### config.mk
export PLATFORM = sky130hd
export DESIGN_NAME = ipr_reset_bank
export DESIGN_NICKNAME = d
export VERILOG_FILES = /design/src/hdl/ipr_reset_pkg.sv /design/src/hdl/ipr_reset_bank.sv
export SDC_FILE = /design/constraint.sdc
export NUM_CORES = 1
export LEC_CHECK = 0
export ABC_AREA = 1
export BUFFER_PORTS_ARGS = -buffer_cell sky130_fd_sc_hd__buf_2
export CAP_MARGIN = 20
export CELL_PAD_IN_SITES_DETAIL_PLACEMENT = 0
export CELL_PAD_IN_SITES_GLOBAL_PLACEMENT = 1
export CORE_UTILIZATION = 44
export CTS_BUF_LIST = sky130_fd_sc_hd__clkbuf_16
export CTS_CLUSTER_SIZE = 14
export DETAILED_ROUTE_END_ITERATION = 10
export PLACE_DENSITY_LB_ADDON = 0.1
export SYNTH_ARGS = -nofsm -noshare
export SYNTH_HDL_FRONTEND = slang
export SYNTH_SLANG_ARGS = --single-unit
### constraint.sdc
create_clock -name pclk -period 2.5 [get_ports pclk]
set_clock_uncertainty 0.1 [all_clocks]
set_input_delay 0.25 -clock pclk [delete_from_list [all_inputs] [get_ports pclk]]
set_output_delay 0.25 -clock pclk [all_outputs]
set_load 0.01 [all_outputs]
### src/hdl/ipr_reset_pkg.sv
// Purpose: Shared constants and types for the processor register bank.
// Assumes: APB slave with 32-bit data and word-aligned registers.
// Notes: Fields that have no settled value at reset still reset to zero.
package ipr_reset_pkg;

    localparam int PADDR_W = 8;

    localparam logic [PADDR_W-1:0] MUC_OFF = 8'h00;
    localparam logic [PADDR_W-1:0] BIC_OFF = 8'h04;
    localparam logic [PADDR_W-1:0] CCC_OFF = 8'h08;
    localparam logic [PADDR_W-1:0] CYC_OFF = 8'h0C;
    localparam logic [PADDR_W-1:0] SLT_OFF = 8'h10;
    localparam logic [PADDR_W-1:0] DXB_OFF = 8'h14;
    localparam logic [PADDR_W-1:0] IUC_OFF = 8'h18;
    localparam logic [PADDR_W-1:0] INV_OFF = 8'h1C;
    localparam logic [PADDR_W-1:0] EXS_OFF = 8'h20;

    localparam int         MUC_W     = 12;
    localparam logic [11:0] MUC_RESET = 12'h100;

    typedef struct packed {
        logic       bad_data_parity;
        logic       bad_tag_ctrl_parity;
        logic       ext_cache_pa_disable;
        logic [2:0] cache_size;
        logic [3:0] we_ctl;
        logic [3:0] wr_speed;
        logic [3:0] rd_speed;
        logic       parity_mode;
        logic       ce_on_write;
        logic       forced_hit;
        logic       cache_en;
    } bic_s;

    localparam int         BIC_W     = 22;
    localparam logic [21:0] BIC_RESET = 22'h000004;

    localparam int INV_DTB_BIT = 0;
    localparam int INV_ITB_BIT = 1;
    localparam int INV_DXB_BIT = 2;
    localparam int EXS_DONE_BIT = 31;

    localparam int         EXC_W         = 8;
    localparam int         EXS_CNT_W     = 6;
    localparam logic [5:0] EXS_LAST_READ = 6'h3F;

endpackage

### src/hdl/ipr_reset_bank.sv
// Purpose: Register bank that gives processor control registers their
//          reset state and exposes them over APB.
// Assumes: One clock pclk at 40 MHz, asynchronous active-low presetn.
// Notes: Every access takes one wait state; unmapped addresses error.
//
// The implementer's own choices: the register addresses and the APB register port.
`timescale 1ns/1ps

// How it works
// - Memory-unit control loads 0x0100 in its low twelve bits at reset.
// - Cycle counter is disabled at reset and only counts once enabled.
// - Bus-interface control resets cache off, forced-hit off, chip enable on.
// - Bus-interface reset clears address-disable and bad tag parity fields.
// - Serial transmit register drives its pin; reset clears it to zero.
module ipr_reset_bank #(
    parameter int CYC_W = 32
) (
    input  wire logic                               pclk,
    input  wire logic                               presetn,
    input  wire logic                               psel,
    input  wire logic                               penable,
    input  wire logic                               pwrite,
    input  wire logic [ipr_reset_pkg::PADDR_W-1:0]  paddr,
    input  wire logic [31:0]                        pwdata,
    input  wire logic [ipr_reset_pkg::EXC_W-1:0]    exc_event,
    output logic [31:0]                             prdata,
    output logic                                    pready,
    output logic                                    pslverr,
    output logic [ipr_reset_pkg::MUC_W-1:0]         memory_unit_control,
    output ipr_reset_pkg::bic_s                     bus_interface_control,
    output logic                                    serial_line_transmit,
    output logic                                    large_page_select,
    output logic                                    return_stack_enable,
    output logic                                    dtb_invalidate,
    output logic                                    itb_invalidate
);

    logic [ipr_reset_pkg::MUC_W-1:0]     muc_q, muc_d;
    ipr_reset_pkg::bic_s                 bic_q, bic_d;
    logic                                ccc_q, ccc_d;
    logic [CYC_W-1:0]                    cyc_q, cyc_d;
    logic                                slt_q, slt_d;
    logic                                dxb_q, dxb_d;
    logic                                dxb_set_q, dxb_set_d;
    logic                                rse_q, rse_d;
    logic                                dinv_q, dinv_d;
    logic                                iinv_q, iinv_d;
    logic                                dneed_q, dneed_d;
    logic                                ineed_q, ineed_d;
    logic [ipr_reset_pkg::EXC_W-1:0]     exs_q, exs_d;
    logic [ipr_reset_pkg::EXS_CNT_W-1:0] cnt_q, cnt_d;
    logic                                done_q, done_d;
    logic [31:0]                         prdata_q, prdata_d;
    logic                                pready_q, pready_d;
    logic                                pslverr_q, pslverr_d;
    logic                                first_q;
    logic                                access;
    logic                                commit;
    logic                                hit;
    logic [31:0]                         rdata;

    assign access = psel & penable;
    assign commit = access & pready_q;

    always_comb begin
        hit   = 1'b1;
        rdata = 32'h0000_0000;
        unique case (paddr)
            ipr_reset_pkg::MUC_OFF: rdata = {20'h00000, muc_q};
            ipr_reset_pkg::BIC_OFF: rdata = {10'h000, bic_q};
            ipr_reset_pkg::CCC_OFF: rdata = {31'h0, ccc_q};
            ipr_reset_pkg::CYC_OFF: rdata = 32'(cyc_q);
            ipr_reset_pkg::SLT_OFF: rdata = {31'h0, slt_q};
            ipr_reset_pkg::DXB_OFF: rdata = {31'h0, dxb_q};
            ipr_reset_pkg::IUC_OFF: rdata = {31'h0, rse_q};
            ipr_reset_pkg::INV_OFF: rdata = {29'h0, dxb_set_q, ineed_q,
                                             dneed_q};
            ipr_reset_pkg::EXS_OFF: rdata = {done_q, 17'h0, cnt_q, exs_q};
            default:                hit   = 1'b0;
        endcase
    end

    always_comb begin
        muc_d     = muc_q;
        bic_d     = bic_q;
        ccc_d     = ccc_q;
        cyc_d     = cyc_q;
        slt_d     = slt_q;
        dxb_d     = dxb_q;
        dxb_set_d = dxb_set_q;
        rse_d     = rse_q;
        dinv_d    = 1'b0;
        iinv_d    = 1'b0;
        dneed_d   = dneed_q;
        ineed_d   = ineed_q;
        exs_d     = exs_q;
        cnt_d     = cnt_q;
        done_d    = done_q;
        prdata_d  = prdata_q;
        pready_d  = 1'b0;
        pslverr_d = pslverr_q;
        if (ccc_q) begin
            cyc_d = cyc_q + CYC_W'(1);
        end
        if (access && !pready_q) begin
            pready_d  = 1'b1;
            pslverr_d = ~hit;
            prdata_d  = rdata;
        end
        if (commit && pwrite && hit) begin
            unique case (paddr)
                ipr_reset_pkg::MUC_OFF: muc_d = pwdata[11:0];
                ipr_reset_pkg::BIC_OFF: bic_d = pwdata[21:0];
                ipr_reset_pkg::CCC_OFF: ccc_d = pwdata[0];
                ipr_reset_pkg::CYC_OFF: cyc_d = pwdata[CYC_W-1:0];
                ipr_reset_pkg::SLT_OFF: slt_d = pwdata[0];
                ipr_reset_pkg::DXB_OFF: begin
                    dxb_d     = pwdata[0];
                    dxb_set_d = 1'b1;
                end
                ipr_reset_pkg::IUC_OFF: rse_d = pwdata[0];
                ipr_reset_pkg::INV_OFF: begin
                    dinv_d = pwdata[ipr_reset_pkg::INV_DTB_BIT];
                    iinv_d = pwdata[ipr_reset_pkg::INV_ITB_BIT];
                    if (pwdata[ipr_reset_pkg::INV_DTB_BIT]) begin
                        dneed_d = 1'b0;
                    end
                    if (pwdata[ipr_reset_pkg::INV_ITB_BIT]) begin
                        ineed_d = 1'b0;
                    end
                end
                default: ;
            endcase
        end
        // Read-to-clear runs before new events are merged, so that an event
        // in the clearing cycle survives.
        if (commit && !pwrite && paddr == ipr_reset_pkg::EXS_OFF) begin
            cnt_d = cnt_q + 6'h01;
            if (cnt_q == ipr_reset_pkg::EXS_LAST_READ) begin
                exs_d  = '0;
                done_d = 1'b1;
            end
        end
        exs_d = exs_d | exc_event;
    end

    // The reset values for undefined fields are zero so that simulation
    // never carries unknowns into software that forgets to initialise.
    always_ff @(posedge pclk or negedge presetn) begin
        if (!presetn) begin
            muc_q     <= ipr_reset_pkg::MUC_RESET;
            bic_q     <= ipr_reset_pkg::BIC_RESET;
            ccc_q     <= 1'b0;
            cyc_q     <= '0;
            slt_q     <= 1'b0;
            dxb_q     <= 1'b0;
            dxb_set_q <= 1'b0;
            rse_q     <= 1'b0;
            dinv_q    <= 1'b0;
            iinv_q    <= 1'b0;
            dneed_q   <= 1'b1;
            ineed_q   <= 1'b1;
            exs_q     <= '0;
            cnt_q     <= '0;
            done_q    <= 1'b0;
            prdata_q  <= 32'h0000_0000;
            pready_q  <= 1'b0;
            pslverr_q <= 1'b0;
        end else begin
            muc_q     <= muc_d;
            bic_q     <= bic_d;
            ccc_q     <= ccc_d;
            cyc_q     <= cyc_d;
            slt_q     <= slt_d;
            dxb_q     <= dxb_d;
            dxb_set_q <= dxb_set_d;
            rse_q     <= rse_d;
            dinv_q    <= dinv_d;
            iinv_q    <= iinv_d;
            dneed_q   <= dneed_d;
            ineed_q   <= ineed_d;
            exs_q     <= exs_d;
            cnt_q     <= cnt_d;
            done_q    <= done_d;
            prdata_q  <= prdata_d;
            pready_q  <= pready_d;
            pslverr_q <= pslverr_d;
        end
    end

    always_ff @(posedge pclk or negedge presetn) begin
        if (!presetn) begin
            first_q <= 1'b1;
        end else begin
            first_q <= 1'b0;
        end
    end

    assign prdata                = prdata_q;
    assign pready                = pready_q;
    assign pslverr               = pslverr_q;
    assign memory_unit_control   = muc_q;
    assign bus_interface_control = bic_q;
    assign serial_line_transmit  = slt_q;
    assign large_page_select     = dxb_q;
    assign return_stack_enable   = rse_q;
    assign dtb_invalidate        = dinv_q;
    assign itb_invalidate        = iinv_q;

    a_muc_reset_val: assert property (
        @(posedge pclk) disable iff (!presetn)
        first_q |-> memory_unit_control == ipr_reset_pkg::MUC_RESET)
        else $error("memory unit control wrong after reset");

    a_cyc_reset_off: assert property (
        @(posedge pclk) disable iff (!presetn)
        first_q |-> !ccc_q ##1 $stable(cyc_q))
        else $error("cycle counter enabled or moving after reset");

    a_cyc_hold_off: assert property (
        @(posedge pclk) disable iff (!presetn)
        (!ccc_q && !(commit && pwrite && paddr == ipr_reset_pkg::CYC_OFF))
        |=> cyc_q == $past(cyc_q))
        else $error("cycle counter advanced while disabled");

    a_bic_reset_ctl: assert property (
        @(posedge pclk) disable iff (!presetn)
        first_q |-> (!bus_interface_control.cache_en &&
                     !bus_interface_control.forced_hit &&
                     bus_interface_control.ce_on_write))
        else $error("bus interface control wrong after reset");

    a_bic_reset_err: assert property (
        @(posedge pclk) disable iff (!presetn)
        first_q |-> (!bus_interface_control.ext_cache_pa_disable &&
                     !bus_interface_control.bad_tag_ctrl_parity))
        else $error("bus interface error fields not cleared at reset");

    a_serial_pin_wr: assert property (
        @(posedge pclk) disable iff (!presetn)
        (commit && pwrite && paddr == ipr_reset_pkg::SLT_OFF)
        |=> serial_line_transmit == $past(pwdata[0]))
        else $error("serial pin did not follow its register write");

endmodule

# [Yosys cells after proc, flatten, opt, wreduce, memory -nomap -nowiden]
# Index checks and enable logic that the tools add are counted.
[word_totals] latchBits=0 ff_bits=124 mem_count=0 out_inout_bits=73 mem_bits_ro=0 wordCells=73 ramBits=0
[op_classes] reduce_logical=18 n_bitwise=4 n_div=0 order_cmp=0 addsub=2 multipliers=0 n_mux=12 eq_ne=9 shift=0
[ops] op="$pmux 32 s9" n=1
[ops] op="$mux 32" n=3
[ops] op="$add 32x1->32 const B" n=1
[ops] op="$eq 8x5->1 const B" n=4
[ops] op="$eq 8x4->1 const B" n=2
[ops] op="$mux 8" n=2
[ops] op="$reduce_and 2->1" n=7
[ops] op="$reduce_or 9->1" n=1
[ops] op="$eq 8x3->1 const B" n=1
[ops] op="$eq 8x6->1 const B" n=1
[ops] op="$logic_not 8->1" n=1
[ops] op="$or 8x8->8" n=1
[ops] op="$add 6x1->6 const B" n=1
[ops] op="$eq 6x6->1 const B" n=1
[ops] op="$mux 1" n=6
[ops] op="$reduce_and 3->1" n=2
[ops] op="$logic_and 1x1->1" n=5
[ops] op="$and 1x1->1" n=2
[ops] op="$logic_not 1->1" n=2
[ops] op="$not 1->1" n=1

# [Logic depth before layout (Yosys ltp)]
[logic_depth] ltp_word=6 depth_mapped=12 mapped_depth_nobuf=11

# [Worst setup path after synthesis]
# Ideal clock, no wire load.
[synth_path] kind="reg-to-reg" from="register pready_q, in the netlist pready" to="register bic_q (netlist bit bus_interface_control[14])" t_arrival_ns=1.403 path_buffers=1 synth_period_minus_slack_ns=1.630 t_required_ns=2.272 setup_slack_ns=0.870 path_stages_with_launch=6 setup_ns=0.128 cell_sequence="dfrtp_1 nand3_1 nor2_4 nand2_1 buf_2 mux2_1"
[synth_via] elab_chain_len=4
[synth_lines] element="start: declaration" line="ipr_reset_bank.sv:54" rtl="logic pready_q, pready_d;"
[synth_lines] element="start signal: assignment" line="ipr_reset_bank.sv:186" rtl="pready_q <= pready_d;"
[synth_lines] element="$and 1x1->1" line="ipr_reset_bank.sv:63" rtl="assign commit = access & pready_q;"
[synth_lines] element="$logic_and 1x1->1 (2 in a row)" line="ipr_reset_bank.sv:110" rtl="if (commit && pwrite && hit) begin"
[synth_lines] element="$reduce_and 2->1 (no source line)"
[synth_lines] element="end signal: assignment" line="ipr_reset_bank.sv:152" rtl="bic_q <= ipr_reset_pkg::BIC_RESET;"
[synth_lines] element="end signal: assignment" line="ipr_reset_bank.sv:171" rtl="bic_q <= bic_d;"
[synth_lines] element="end: declaration" line="ipr_reset_bank.sv:39" rtl="ipr_reset_pkg::bic_s bic_q, bic_d;"
# No other way between the ends.
# A chain may end at the register's enable or synchronous reset.

# [Final worst setup path]
[layout_path] from="register cyc_q[0]" to="register cyc_q[24]"
[layout_via] elab_chain_len=4
[layout_lines] element="start: declaration" line="ipr_reset_bank.sv:41" rtl="logic [CYC_W-1:0] cyc_q, cyc_d;"
[layout_lines] element="start signal: assignment" line="ipr_reset_bank.sv:173" rtl="cyc_q <= cyc_d;"
[layout_lines] element="$add 32x1->32 *" line="ipr_reset_bank.sv:103" rtl="cyc_d = cyc_q + CYC_W'(1);"
[layout_lines] element="$mux 32 *" line="ipr_reset_bank.sv:102" rtl="if (ccc_q) begin"
[layout_lines] element="$mux 32" line="ipr_reset_bank.sv:111" rtl="unique case (paddr)"
[layout_lines] element="$mux 32 *" line="ipr_reset_bank.sv:110"
[layout_lines] element="named net cyc_d[24]" line="ipr_reset_bank.sv:41"
# The timed path passes the listed nets; every way through them passes the cells marked *.

==> impl_results.md <==
- MaxCap Viol Count: 0
- Top cell type by total area after synthesis: dfrtp_1
- Routability Congestion: roughly 0.81
- Crit path cell chain: ha_1 > nand3_1 > nor2_2 > nand3_1 > nor2_1 > nand3_1 > nand3_2 > nand2_1
- Drt drc: 16
- PwrDens: 586 nW/µm²
- Slew margin rel.: 0.494
- Gr ovfl total: 0
- Period utilization: 0.790
- DRT iter0 DRCs: about 350
- Synth warn: 0
- H-tree depth: 4
- Syn Inst Count: 871
- Primary FF master, synth: dfrtp_1
- Layout Nets: 1078
- Most numerous cell in the Yosys netlist: nand2_1
- Mapped Nets: 926
- Fraction of registers with async set/reset: 1.00
- Vias per cell: between 4 and 5
- Slew Viols, Final: 0
- Num CTS Buffers: 17
- Resized cells post-CTS: 0
- First-pass GRT wire length: slightly above 30 mm
- Largest net degree at the start of global routing: approximately 130
- Max IR drop VDD: about 0.00045 V
- Clock buffer depth: 2
- #FFs+latches synth: around 120
- Slowest CP cell: dfrtp_1
- Met3 usage: 0.0398
- Clock tree from TritonCTS: yes
- Slowest stage delay, CP: between 0.4 and 0.5 ns
- Hold violation count in the final report: 0
- Number of routed nets with antenna violations: 0
- First-pass DRT Iterations: 8
- Antenna violations before repair: 0
- Failing checks: DRC
- Yosys top cell area share: 0.450
- Clk slew on worst S/H paths: 0.06 ns
- R2r startpoint: cyc_q[0]
- Final min period: 1.97 ns
- Sequential fraction of the synthesis area: 0.466
- Antenna Cells: 0
- FMAX: approximately 510 MHz
- Worst Path Class, Setup: reg -> reg
- Port Buffer Count: about 130
- Layout cells sized above 1: 0.237
- I/O pin count: 126
- Syn_area_per_cell: approximately 7.7 µm²
- Post-DR wirelength/cell: about 15 µm
- Starting density of the core: 0.456
- Die ar.: 15700 µm²
- Worst setup EP type: register
- Tot GR Track Use: 0.249
- Vias in the first global route: slightly below 6000
- CTS Root Cell: clkbuf_16
- Final WL: around 18 mm
- Critical Path AT: roughly 2.2 ns
- Worst hold slack: 0.000458 ns
- Mapped Area: 6680 µm²
- Synth area leaders: dfrtp_1 45%, nand2_1 18%, inv_1 5.6%, nand3_1 4.0%, o21ai_0 3.2%
- Crit path launch: cyc_q[0]
- Via Count: between 6000 and 7000
- Hold path startpoint: pwdata[8]
- Die height: approximately 130 µm
- Chip width: about 130 µm
- Most frequent cells after synthesis: 315 x nand2_1, 120 x dfrtp_1, 99 x inv_1, 53 x nand3_1, 44 x nor2_1
- Grt met1 use: 0.335
- Clock Sinks: about 120
- Most Crowded Layer GR: met2
- Setup total negative slack: 0 ns
- Cell variety after synth: 36
- Number of synthesized flops with an enable pin: 0
- Site row count: 44
- HP Class: in -> reg
- Crit path launch type: register
- GR Util met2: 0.406
- Core area: about 15000 µm²
- Least-Margin Pin Slew: approximately 0.75 ns
- Req. time, crit path: between 2 and 3 ns
- Leakage: approximately 4.5 nW
- Worst-path fanout max: 5
- RSZ-0062 raised after global routing: false
- Worst-Skew Late Latency: about 0.42 ns
- # setup viols final: 0
- Synth-to-Final Area Change: 25.4%
- Crit-path most repeated cell: nand3_1
- Outcome: finished with violations
- Post-DP HPWL: approximately 13 mm
==> worst max-delay path: cells and delay by family, from the launching register on <==
family                     cells  cell delay [ns]
and+or+nand+nor                7             1.11
DFF                            1             0.44
adders and majority gates      1             0.22
==> layer usage <==
layer / vias up / wire, µm
li1: 3055 / -
met1: 2838 / 8690
met2: 130 / 8590
met3: 22 / 615
met4: 0 / 415
met5: - / 0
==> state kept, by name (all words and copies together) (netlist names), 6 cells and up <==
signal	cells
bus_interface_control	22
memory_unit_control	12
prdata	32
exs_q	8
cyc_q	32
cnt_q	6
==> stage by stage <==
step	setup slack, ns	cell area (µm²)	utilization	std cells	total power (W)
floorplan	0.870	6680	-	871	0.00213
global placement	0.503	7530	0.514	1167	0.00225
detailed placement	0.462	7530	0.514	1167	0.00225
CTS	0.540	8370	0.572	1220	0.00493
global route	0.377	8370	0.572	1220	0.00506
finish	0.526	8370	0.572	1220	0.00490
==> cell usage in the layout, fill, tap and decap left out, drive strengths merged <==
cell | synthesis | layout
o31ai | 9 | 9
dfrtp | 120 | 120
o22ai | 1 | 1
clkinv | 0 | 7
nand4 | 14 | 14
dfstp | 4 | 4
ha | 2 | 2
o21ai | 82 | 82
a21oi | 4 | 4
o2111ai | 6 | 6
clkinvlp | 0 | 2
dlygate4sd3 | 0 | 21
xor2 | 11 | 11
nand3 | 61 | 61
nand3b | 1 | 1
xnor2 | 5 | 5
nor3 | 5 | 5
buf | 19 | 141
nand2 | 339 | 339
nor2 | 59 | 59
inv | 111 | 112
bufinv | 0 | 5
mux2i | 2 | 2
mux2 | 4 | 4
a22o | 2 | 2
clkbuf | 10 | 17
==> cell families after synthesis <==
group	count (synthesis)	share of synthesized area
AOI/OAI and AO/OA	104	0.0933
xor gates and xnor gates	16	0.0210
DFF	124	0.466
and+or+nand+nor	479	0.320
adders and majority gates	2	0.00375
buffers and inverters	140	0.0866
muxes	6	0.00975
==> layout make-up <==
| class | count | area, µm² |
|---|---|---|
| Clock buffer | 17 | 425 |
| Clock inverter | 15 | 204 |
| Fill cell | 1419 | 6270 |
| Inverter | 111 | 417 |
| Multi-Input combinational cell | 607 | 2990 |
| Sequential cell | 124 | 3110 |
| Tap cell | 184 | 230 |
| Timing Repair Buffer | 162 | 996 |
==> final timing paths <==
check	endpoint	slack, ns	cells past startpoint
min in group asynchronous	cyc_q[26]	0.34	3
hold reg to reg	dneed_q	0.35	2
setup / recovery	cyc_q[24]	0.53	8
max in group asynchronous	serial_line_transmit	1.38	3
setup reg to reg	cyc_q[24]	0.53	8
hold / removal	memory_unit_control[8]	0.0005	3
==> repair_timing <==
action,4_1_cts,5_1_grt
setup buffers,0,0
endpoints found under the hold margin,140,0
hold buffers,21,0
==> power by group <==
group	switching [W]	total [W]	leakage (nW)	internal, W
clock network	0.000917	0.00266	0.306	0.00175
registers	0.00000414	0.00202	1.64	0.00202
logic	0.000137	0.000217	2.57	0.0000802
(Power assumes the default switching activity.)
